[src/verilog/phy_np_pkg.sv]
// Offsets, field positions, reset values and carriers for the next-page and indirect-access registers
package phy_np_pkg;

    // Register offsets on the management register port
    localparam logic [4:0]  OFS_AN_EXPANSION = 5'h06;
    localparam logic [4:0]  OFS_NP_TX        = 5'h07;
    localparam logic [4:0]  OFS_NP_PARTNER   = 5'h08;
    localparam logic [4:0]  OFS_IND_CTRL     = 5'h0D;
    localparam logic [4:0]  OFS_IND_DATA     = 5'h0E;
    localparam logic [4:0]  OFS_DIG_CTRL     = 5'h10;

    // Field positions
    localparam int          NP_NEXT_BIT      = 15;
    localparam int          NP_ACK_BIT       = 14;
    localparam int          NP_MSG_PAGE_BIT  = 13;
    localparam int          NP_COMPLY_BIT    = 12;
    localparam int          NP_TOGGLE_BIT    = 11;
    localparam int          NP_MSG_MSB       = 10;
    localparam int          PAGE_RX_BIT      = 1;
    localparam int          IND_FUNC_LSB     = 14;
    localparam int          IND_SEL_MSB      = 4;
    localparam int          PLL_OFF_BIT      = 4;

    // Values after reset
    localparam logic        NP_NEXT_RESET     = 1'h0;
    localparam logic        NP_MSG_PAGE_RESET = 1'h1;
    localparam logic        NP_COMPLY_RESET   = 1'h0;
    localparam logic [10:0] NP_MSG_RESET      = 11'h001;
    localparam logic [15:0] PARTNER_RESET     = 16'h0000;
    localparam logic [15:0] IND_CTRL_RESET    = 16'h0000;
    localparam logic [15:0] IND_ADDR_RESET    = 16'h0000;
    localparam logic [15:0] DIG_CTRL_RESET    = 16'h0000;
    localparam logic        TOGGLE_RESET      = 1'h0;
    localparam logic        PAGE_FLAG_RESET   = 1'h0;
    localparam logic        PLL_ENABLE_RESET  = 1'h1;
    localparam logic        RVALID_RESET      = 1'h0;
    localparam logic [15:0] RDATA_RESET       = 16'h0000;
    localparam logic [15:0] STORE_RESET       = 16'h0000;

    // Extended register space storage
    localparam int          NUM_DEV          = 4;
    localparam int          LOC_W            = 4;
    localparam int          DEPTH            = 1 << LOC_W;

    typedef enum logic [1:0] {
        FUNC_ADDR        = 2'h0,
        FUNC_DATA        = 2'h1,
        FUNC_DATA_INC_RW = 2'h2,
        FUNC_DATA_INC_W  = 2'h3
    } func_type;

    typedef struct packed {
        logic        wr;
        logic        rd;
        logic [4:0]  addr;
        logic [15:0] wdata;
    } reg_req_type;

    typedef struct packed {
        logic [4:0]  sel;
        func_type    func;
        logic        wr;
        logic        rd;
        logic [15:0] wdata;
    } ext_req_type;

endpackage

[src/verilog/phy_next_page_mmd_regs.sv]
`timescale 1ns/1ps
// Next-page transmit/partner words, indirect access pair and digital control register
// Notes on behaviour
// - Transmit compliance bit is writable, tells partner we will comply; resets to zero.
// - Transmit toggle bit is read-only, shows toggle of previous transmitted word.
// - Transmit message field is eleven writable bits, reset value one.
// - Partner next-page bit reads one while more pages follow, zero on last.
// - Partner acknowledge bit shows partner received our word; resets to zero.
// - Partner compliance bit shows partner can act on message; resets to zero.
// - Partner toggle bit is read-only and shows received toggle value.
// - Function field selects address, data, data increment both, data increment writes.
// - Set PLL-off bit turns PLL off during energy-detect power-down, else on.
// - PLL-off acts only in energy-detect power-down; reset leaves PLL running.
// - Page-received bit latches high on new partner page until read.
module phy_next_page_mmd_regs (
    input  wire logic        REF_CLK_I,
    input  wire logic        RST_I,
    input  wire logic [4:0]  REG_ADDR_I,
    input  wire logic [15:0] REG_WDATA_I,
    input  wire logic        REG_WR_I,
    input  wire logic        REG_RD_I,
    output logic [15:0]      REG_RDATA_O,
    output logic             REG_RVALID_O,
    input  wire logic        PAGE_RX_I,
    input  wire logic [15:0] PAGE_RX_WORD_I,
    input  wire logic        TX_TOGGLE_I,
    input  wire logic        ENERGY_DETECT_POWER_DOWN_I,
    output logic [15:0]      NP_TX_WORD_O,
    output logic             PLL_ENABLE_O
);

    phy_np_pkg::reg_req_type req;
    phy_np_pkg::ext_req_type ext_req;
    logic [15:0]             ext_rdata;
    logic                    hit_tx;
    logic                    hit_exp;
    logic                    hit_ctrl;
    logic                    hit_data;
    logic                    hit_dig;

    // A write takes precedence if both strobes arrive together
    assign req = '{wr: REG_WR_I, rd: REG_RD_I && !REG_WR_I, addr: REG_ADDR_I, wdata: REG_WDATA_I};

    assign hit_tx   = (req.addr == phy_np_pkg::OFS_NP_TX);
    assign hit_exp  = (req.addr == phy_np_pkg::OFS_AN_EXPANSION);
    assign hit_ctrl = (req.addr == phy_np_pkg::OFS_IND_CTRL);
    assign hit_data = (req.addr == phy_np_pkg::OFS_IND_DATA);
    assign hit_dig  = (req.addr == phy_np_pkg::OFS_DIG_CTRL);

    // Transmit next-page word
    logic        np_next;
    logic        np_msg_page;
    logic        np_comply;
    logic [10:0] np_msg;
    logic        tx_toggle;
    logic        next_np_next;
    logic        next_np_msg_page;
    logic        next_np_comply;
    logic [10:0] next_np_msg;
    logic        next_tx_toggle;

    always_comb begin
        next_np_next     = np_next;
        next_np_msg_page = np_msg_page;
        next_np_comply   = np_comply;
        next_np_msg      = np_msg;
        // Toggle follows the negotiation engine, never software
        next_tx_toggle   = TX_TOGGLE_I;
        if (req.wr && hit_tx) begin
            next_np_next     = req.wdata[phy_np_pkg::NP_NEXT_BIT];
            next_np_msg_page = req.wdata[phy_np_pkg::NP_MSG_PAGE_BIT];
            next_np_comply   = req.wdata[phy_np_pkg::NP_COMPLY_BIT];
            next_np_msg      = req.wdata[phy_np_pkg::NP_MSG_MSB:0];
        end
    end

    always_ff @(posedge REF_CLK_I or posedge RST_I) begin
        if (RST_I) begin
            np_next     <= phy_np_pkg::NP_NEXT_RESET;
            np_msg_page <= phy_np_pkg::NP_MSG_PAGE_RESET;
            np_comply   <= phy_np_pkg::NP_COMPLY_RESET;
            np_msg      <= phy_np_pkg::NP_MSG_RESET;
            tx_toggle   <= phy_np_pkg::TOGGLE_RESET;
        end else begin
            np_next     <= next_np_next;
            np_msg_page <= next_np_msg_page;
            np_comply   <= next_np_comply;
            np_msg      <= next_np_msg;
            tx_toggle   <= next_tx_toggle;
        end
    end

    assign NP_TX_WORD_O = {np_next, 1'h0, np_msg_page, np_comply, tx_toggle, np_msg};

    // Partner next-page word and page-received flag
    logic [15:0] partner;
    logic        page_received;
    logic [15:0] next_partner;
    logic        next_page_received;

    always_comb begin
        next_partner = partner;
        if (PAGE_RX_I) begin
            next_partner = PAGE_RX_WORD_I;
        end
        // A page landing in the reading cycle is kept for the next read
        next_page_received = PAGE_RX_I || (page_received && !(req.rd && hit_exp));
    end

    always_ff @(posedge REF_CLK_I or posedge RST_I) begin
        if (RST_I) begin
            partner       <= phy_np_pkg::PARTNER_RESET;
            page_received <= phy_np_pkg::PAGE_FLAG_RESET;
        end else begin
            partner       <= next_partner;
            page_received <= next_page_received;
        end
    end

    // Indirect control and digital control
    logic [15:0] ind_ctrl;
    logic [15:0] dig_ctrl;
    logic [15:0] next_ind_ctrl;
    logic [15:0] next_dig_ctrl;

    always_comb begin
        next_ind_ctrl = ind_ctrl;
        next_dig_ctrl = dig_ctrl;
        if (req.wr && hit_ctrl) begin
            // Reserved middle bits are stored as written
            next_ind_ctrl = req.wdata;
        end
        if (req.wr && hit_dig) begin
            next_dig_ctrl = req.wdata;
        end
    end

    always_ff @(posedge REF_CLK_I or posedge RST_I) begin
        if (RST_I) begin
            ind_ctrl <= phy_np_pkg::IND_CTRL_RESET;
            dig_ctrl <= phy_np_pkg::DIG_CTRL_RESET;
        end else begin
            ind_ctrl <= next_ind_ctrl;
            dig_ctrl <= next_dig_ctrl;
        end
    end

    assign ext_req = '{
        sel:   ind_ctrl[phy_np_pkg::IND_SEL_MSB:0],
        func:  phy_np_pkg::func_type'(ind_ctrl[phy_np_pkg::IND_FUNC_LSB+1:phy_np_pkg::IND_FUNC_LSB]),
        wr:    req.wr && hit_data,
        rd:    req.rd && hit_data,
        wdata: req.wdata
    };

    ext_register_space u_ext (
        .clk_i   (REF_CLK_I),
        .rst_i   (RST_I),
        .req_i   (ext_req),
        .rdata_o (ext_rdata)
    );

    // Read path and PLL control
    logic [15:0] rd_word;
    logic [15:0] rdata;
    logic        rvalid;
    logic        pll_enable;
    logic [15:0] next_rdata;
    logic        next_rvalid;
    logic        next_pll_enable;

    always_comb begin
        case (req.addr)
            phy_np_pkg::OFS_AN_EXPANSION: rd_word = {14'h0000, page_received, 1'h0};
            phy_np_pkg::OFS_NP_TX:        rd_word = NP_TX_WORD_O;
            phy_np_pkg::OFS_NP_PARTNER:   rd_word = partner;
            phy_np_pkg::OFS_IND_CTRL:     rd_word = ind_ctrl;
            phy_np_pkg::OFS_IND_DATA:     rd_word = ext_rdata;
            phy_np_pkg::OFS_DIG_CTRL:     rd_word = dig_ctrl;
            default:                      rd_word = 16'h0000;
        endcase
        next_rvalid = req.rd;
        next_rdata  = req.rd ? rd_word : rdata;
        // Only in power-down does the option bit matter
        next_pll_enable = !(ENERGY_DETECT_POWER_DOWN_I && dig_ctrl[phy_np_pkg::PLL_OFF_BIT]);
    end

    always_ff @(posedge REF_CLK_I or posedge RST_I) begin
        if (RST_I) begin
            rdata      <= phy_np_pkg::RDATA_RESET;
            rvalid     <= phy_np_pkg::RVALID_RESET;
            pll_enable <= phy_np_pkg::PLL_ENABLE_RESET;
        end else begin
            rdata      <= next_rdata;
            rvalid     <= next_rvalid;
            pll_enable <= next_pll_enable;
        end
    end

    assign REG_RDATA_O  = rdata;
    assign REG_RVALID_O = rvalid;
    assign PLL_ENABLE_O = pll_enable;
endmodule

[src/verilog/ext_register_space.sv]
`timescale 1ns/1ps
// Extended register space reached through the indirect address/data register
module ext_register_space (
    input  wire logic                     clk_i,
    input  wire logic                     rst_i,
    input  wire phy_np_pkg::ext_req_type  req_i,
    output logic [15:0]                   rdata_o
);
    logic                inc;
    logic [15:0]         dev_rdata [phy_np_pkg::NUM_DEV];

    // Post-increment decode per function mode
    always_comb begin
        inc = 1'h0;
        case (req_i.func)
            phy_np_pkg::FUNC_DATA_INC_RW: inc = req_i.wr || req_i.rd;
            phy_np_pkg::FUNC_DATA_INC_W:  inc = req_i.wr;
            default:                      inc = 1'h0;
        endcase
    end

    for (genvar d = 0; d < phy_np_pkg::NUM_DEV; d++) begin : g_dev
        logic [15:0] addr;
        logic [15:0] next_addr;
        logic [15:0] mem      [phy_np_pkg::DEPTH];
        logic [15:0] next_mem [phy_np_pkg::DEPTH];
        logic        hit;

        assign hit = (req_i.sel == 5'(d));

        // Upper address bits alias onto the small store
        always_comb begin
            next_addr = addr;
            next_mem  = mem;
            if (hit && req_i.func == phy_np_pkg::FUNC_ADDR) begin
                if (req_i.wr) begin
                    next_addr = req_i.wdata;
                end
            end else if (hit) begin
                if (req_i.wr) begin
                    next_mem[addr[phy_np_pkg::LOC_W-1:0]] = req_i.wdata;
                end
                if (inc) begin
                    next_addr = addr + 16'h0001;
                end
            end
        end

        always_ff @(posedge clk_i or posedge rst_i) begin
            if (rst_i) begin
                addr <= phy_np_pkg::IND_ADDR_RESET;
                mem  <= '{default: phy_np_pkg::STORE_RESET};
            end else begin
                addr <= next_addr;
                mem  <= next_mem;
            end
        end

        assign dev_rdata[d] = (req_i.func == phy_np_pkg::FUNC_ADDR) ? addr
                            : mem[addr[phy_np_pkg::LOC_W-1:0]];
    end

    // Unpopulated device selects read zero and drop writes
    assign rdata_o = (req_i.sel < 5'(phy_np_pkg::NUM_DEV)) ? dev_rdata[req_i.sel[1:0]] : 16'h0000;
endmodule

[config.mk]
export PLATFORM = sky130hd
export DESIGN_NAME = phy_next_page_mmd_regs
export DESIGN_NICKNAME = d
export VERILOG_FILES = /design/src/verilog/phy_np_pkg.sv /design/src/verilog/phy_next_page_mmd_regs.sv /design/src/verilog/ext_register_space.sv
export SDC_FILE = /design/constraint.sdc
export NUM_CORES = 2
export LEC_CHECK = 0
export BUFFER_PORTS_ARGS = -buffer_cell sky130_fd_sc_hd__buf_2
export CORE_ASPECT_RATIO = 0.9
export CORE_UTILIZATION = 66
export CTS_BUF_LIST = sky130_fd_sc_hd__clkbuf_2 sky130_fd_sc_hd__clkbuf_4 sky130_fd_sc_hd__clkbuf_8
export CTS_CLUSTER_DIAMETER = 80
export DETAILED_ROUTE_END_ITERATION = 7
export MAX_ROUTING_LAYER = met4
export PLACE_DENSITY_LB_ADDON = 0.2
export SLEW_MARGIN = 40
export SYNTH_ARGS = -nofsm -noshare
export SYNTH_HDL_FRONTEND = slang
export SYNTH_SLANG_ARGS = --single-unit
[constraint.sdc]
create_clock -name REF_CLK_I -period 45.2 [get_ports REF_CLK_I]
set_clock_uncertainty 0.15 [all_clocks]
set_input_delay 9.04 -clock REF_CLK_I [delete_from_list [all_inputs] [get_ports REF_CLK_I]]
set_output_delay 9.04 -clock REF_CLK_I [all_outputs]
set_load 0.01 [all_outputs]
=== After elaboration in Yosys (flattened, before gate mapping) ===
Cells that the tools add are included.

* Register bits after elaboration: 1170
* Input port bits: 44
* Output and inout bits: 34
* Logic and storage cells: 205

* Add/subtract/negate cells: 4
* Order comparisons: 10
* Equal/unequal tests: 15
* Mux-type cells: 47
* Bitwise operators: 9
* Reduce and logical (&&, ||, !) cells: 40

{| class="wikitable"
|+ Operators by type and width
! kind !! number
|-
| $bwmux 256 || 4
|-
| $mux 16 || 32
|-
| $bmux 16 s4 || 4
|-
| $demux 16 s4 || 4
|-
| $pmux 16 s6 || 1
|-
| $add 16x1->16 const B || 4
|-
| $bmux 16 s2 || 1
|-
| $reduce_and 3->1 || 8
|-
| $ge 5x5->1 const B || 4
|-
| $lt 5x1->1 const B || 4
|-
| $not 4->5 || 4
|-
| $logic_and 1x1->1 || 17
|-
| $reduce_bool 2->1 || 8
|-
| $eq 5x4->1 const B || 3
|-
| $eq 5x2->1 const B || 2
|-
| $eq 5x3->1 const B || 2
|-
| $ne 2x1->1 const B || 4
|-
| $eq 5x1->1 const B || 1
|-
| $eq 5x5->1 const B || 1
|-
| $logic_not 5->1 || 1
|-
| $lt 5x3->1 const B || 1
|-
| $eq 2x2->1 const B || 2
|-
| $not 1->1 || 4
|-
| $ge 3x3->1 const B || 1
|-
| other kinds (5) || 8
|}

=== Longest topological paths before layout ===
* Depth after elaboration: 10
* Gate-level depth with buffers: 11

=== Modules after synthesis ===
Synthesis repeated with hierarchy kept, for this count alone.

* Cells, all modules: 4079
* Area, all modules: 55781.0 µm²

{| class="wikitable"
|+ Modules (own cells, without submodules)
! module !! instances !! cells each !! area an instance (µm²)
|-
| ext_register_space || 1 || 3758 || 51863.5
|-
| phy_next_page_mmd_regs || 1 || 321 || 3917.5
|}

=== Worst setup path before layout ===
OpenSTA, ideal clock, no wires.

* Path type: input -> register
* From: input port REG_ADDR_I[0]
* To: register u_ext.g_dev[3].mem[68] (netlist name)
* Setup time: 127 ps
* Data arrival time: 10535 ps
* Data required time: 44923 ps
* Path slack: 34388 ps
* Stages on the path: 9
* Path buffers: 3
* Cell sequence: buf_4 and2b_1 nand4_2 nor2_1 and2_1 buf_4 nand2_2 buf_6 mux2_1

* Cells in the longest elaborated chain, start to end: 3

{| class="wikitable"
|+ RTL lines
! item !! RTL line !! RTL
|-
| start, declared || phy_next_page_mmd_regs.sv:18 || <nowiki>input wire logic [4:0] REG_ADDR_I,</nowiki>
|-
| $eq 5x4->1 || phy_next_page_mmd_regs.sv:47 || <nowiki>assign hit_data = (req.addr == phy_np_pkg::OFS_IND_DATA);</nowiki>
|-
| $logic_and 1x1->1 || phy_next_page_mmd_regs.sv:151 || <nowiki>wr: req.wr && hit_data,</nowiki>
|-
| $reduce_and 3->1 (no line) || -- ||
|-
| end signal, assigned || ext_register_space.sv:55 || <nowiki>mem <= next_mem;</nowiki>
|-
| end, declared || ext_register_space.sv:25 || <nowiki>logic [15:0] mem [phy_np_pkg::DEPTH];</nowiki>
|}

Every way passes these cells.
A chain may end at the register's enable or synchronous reset.

==> run metrics <==
detailed placement HPWL 83,200 um; Die ar. ~0.085 mm2; DRT Pass-1 Iters 6; layout cells sized above 1 a little under half; Worst-Skew Late Latency 0.87 ns; CTS hold repair buffers 0; RSZ-0062 raised after global routing no; Crit Path Category in2async; TritonCTS clock tree done; Final Hold Vio Count 0; Crit Path Max Fanout around 120; critical path endpoint category asynchronous set/reset pin; minimum clock period between 10 and 15 ns; std cell rows 100; Synth Area per Inst between 10 and 15 um2; via count 34.6k; Post-synth EDFFs 0; Seq cells post-synth between 1k and 1.5k; setup violators final 0; Final Cycle Share about 25%; most common cell after layout, fill and taps aside dfrtp_1; Leak approximately 29 nW; power per cell area just under 40 mW/mm2; Nets just under 4k; # Max-Cap Violations 0; Final Wtd Congestion 0.951; H-tree lvl count 4; worst setup path start RST_I; number of buffers created by CTS roughly 180; final core occ 72.1%; I/O Pins 78; setup ws final about 34 ns; worst endpoint required time 45.97 ns; Synth warnings 0; initial antenna violation count 5; Synth Cell Area between 0.05 and 0.06 mm2; Longest Clk Path Bufs 3; grt ovf 0; Net Count, Synth 4,023; Initial Utilization 66.9%; Design Area, Final ~0.06 mm2; Fin Setup TNS 0 ns; Total Wirelength between 100,000 and 150,000 um; WL per Instance roughly 27 um; Sink Count between 1k and 1.5k; Synth cell types 70; die width a little over 300 um; chip height between 200 and 300 um; pre-CTS WS 32.15 ns; area delta synth->final 7.82%; worst vdd ir 0.0000323 V; Achievable Freq between 80 and 90 MHz; clock-pin slew on the worst setup and hold paths 0.06 ns; Max-slew headroom a little over two fifths; Critical R2R Capture u_ext.g_dev[0].mem[84]; DRT antenna net count 0; Placement Cell Area roughly 0.056 mm2; post-CTS sizing 0; r2r setup slk a little over 40 ns; Slew Limit Fails 0; postcts setup bufs 0; Worst EP arrival 12.23 ns; post-DR vias/cell about 6.7; Hold Crit Class reg2reg; ys flop type dfrtp_1; status finished clean; largest net degree at the start of global routing around 120; r2r worst-path depth 7; Hold WS ~0.34 ns; crit start category input pin; DRC 0; Yosys top cell by area dfrtp_1; most frequent cells in the layout dfrtp_1 (1,158), mux2_2 (1,071), clkbuf_8 (236), a21oi_1 (199), mux4_2 (192); Root Buffer clkbuf_8; CORE AREA 0.0828 mm2; part of the Yosys area used for sequential elements ~53%; buffers added on ports 76; Critical R2R Launch ind_ctrl[15]; synth top area cells dfrtp_1 (53%), mux2_2 (22%), mux4_2 (7.8%); share of flip-flops with an asynchronous set or reset 100%; Critical Path End u_ext.g_dev[3].mem[186]; vias in the first global route 35.0k; first-pass GRT wire length 215,000 um; DRT iter0 DRCs between 3k and 4k; area share of the largest cell type after synthesis a little over half; GRT Total Usage roughly a third; slew at the pin closest to its max-slew limit between 0.8 and 0.9 ns; Synth Instances around 4k
how the worst min path moves through the flow:
stage / startpoint / endpoint / slack [ns] / depth (start not counted)
final: u_ext.g_dev[2].mem[173] / u_ext.g_dev[2].mem[173] / 0.34 / 1
after global placement: ind_ctrl[10] / ind_ctrl[10] / 0.32 / 2
after CTS: u_ext.g_dev[2].mem[173] / u_ext.g_dev[2].mem[173] / 0.34 / 1
after floorplan: dig_ctrl[4] / PLL_ENABLE_O / 0.24 / 1
after global routing: u_ext.g_dev[0].mem[1] / u_ext.g_dev[0].mem[1] / 0.35 / 1
after detailed placement: u_ext.g_dev[2].mem[173] / u_ext.g_dev[2].mem[173] / 0.33 / 1
cell families after synthesis:
kind of cell,Yosys count,synth area share (%)
adders and majority gates,16,0.361
buffers and inverters,401,4.03
and+or+nand+nor,392,3.90
AOI/OAI and AO/OA,570,6.45
DFF,1170,52.9
muxes,1413,32.4
other,1,0.00677
state kept, by name (all words and copies together), names as in the netlist:
register	cells
PLL_ENABLE_O	1
partner	16
ind_ctrl	16
np_next	1
u_ext.g_dev.mem	1024
dig_ctrl	16
tx_toggle	1
REG_RVALID_O	1
u_ext.g_dev.addr	64
page_received	1
np_msg	11
np_comply	1
REG_RDATA_O	16
np_msg_page	1
worst max-delay path, stage by stage:
cell and delay (ns):
buf_2 0.13, clkinv_8 0.41, buf_6 0.57, buf_6 0.54
buf_4 0.66, buf_6 0.60
area by class of cell:
type | count | area (um2)
timing repair buffer | 142 | 1010
clock inverter | 22 | 223
tap | 1122 | 1400
antenna | 8 | 20.0
inverter | 17 | 76.3
clock buffer | 306 | 3770
multi-input combinational | 2392 | 23900
fill | 5534 | 23100
sequential | 1170 | 29300
per-stage QoR:
stage,std cells,total power [mW]
final,5179,2.30
after detailed placement,4842,1.35
after global routing,5178,2.38
after floorplan,3963,1.27
after global placement,4841,1.35
after CTS,5170,2.31
routing by layer:
metal | track usage, % | routed length (um) | vias to the layer above
met2 | 49.4 | 62800 | 1409
met4 | 12.7 | 5290 | 0
met3 | 8.46 | 11900 | 332
met5 | - | 0 | -
li1 | - | - | 14700
met1 | 48.5 | 59100 | 18200
power by group:
part	internal, mW	switching, mW	leakage [nW]	total (mW)
sequential	1.07	0.0283	16.2	1.10
clock	0.536	0.422	2.13	0.958
combinational	0.0760	0.171	10.4	0.247
total	1.68	0.621	28.7	2.30
cell usage after synthesis, types with 19 or more instances:
cell / count
dfrtp_1: 1167
mux2_2: 1071
a21oi_1: 199
mux4_2: 192
clkbuf_1: 179
mux2i_1: 130
o21ai_0: 122
a22oi_1: 98
nand2_1: 84
buf_2: 75
nor2_1: 75
buf_6: 59
o221ai_1: 55
buf_4: 51
nand2_2: 48
nand3_1: 37
and2_1: 25
buf_1: 19
Note: power is estimated with default switching activity, not from simulation.
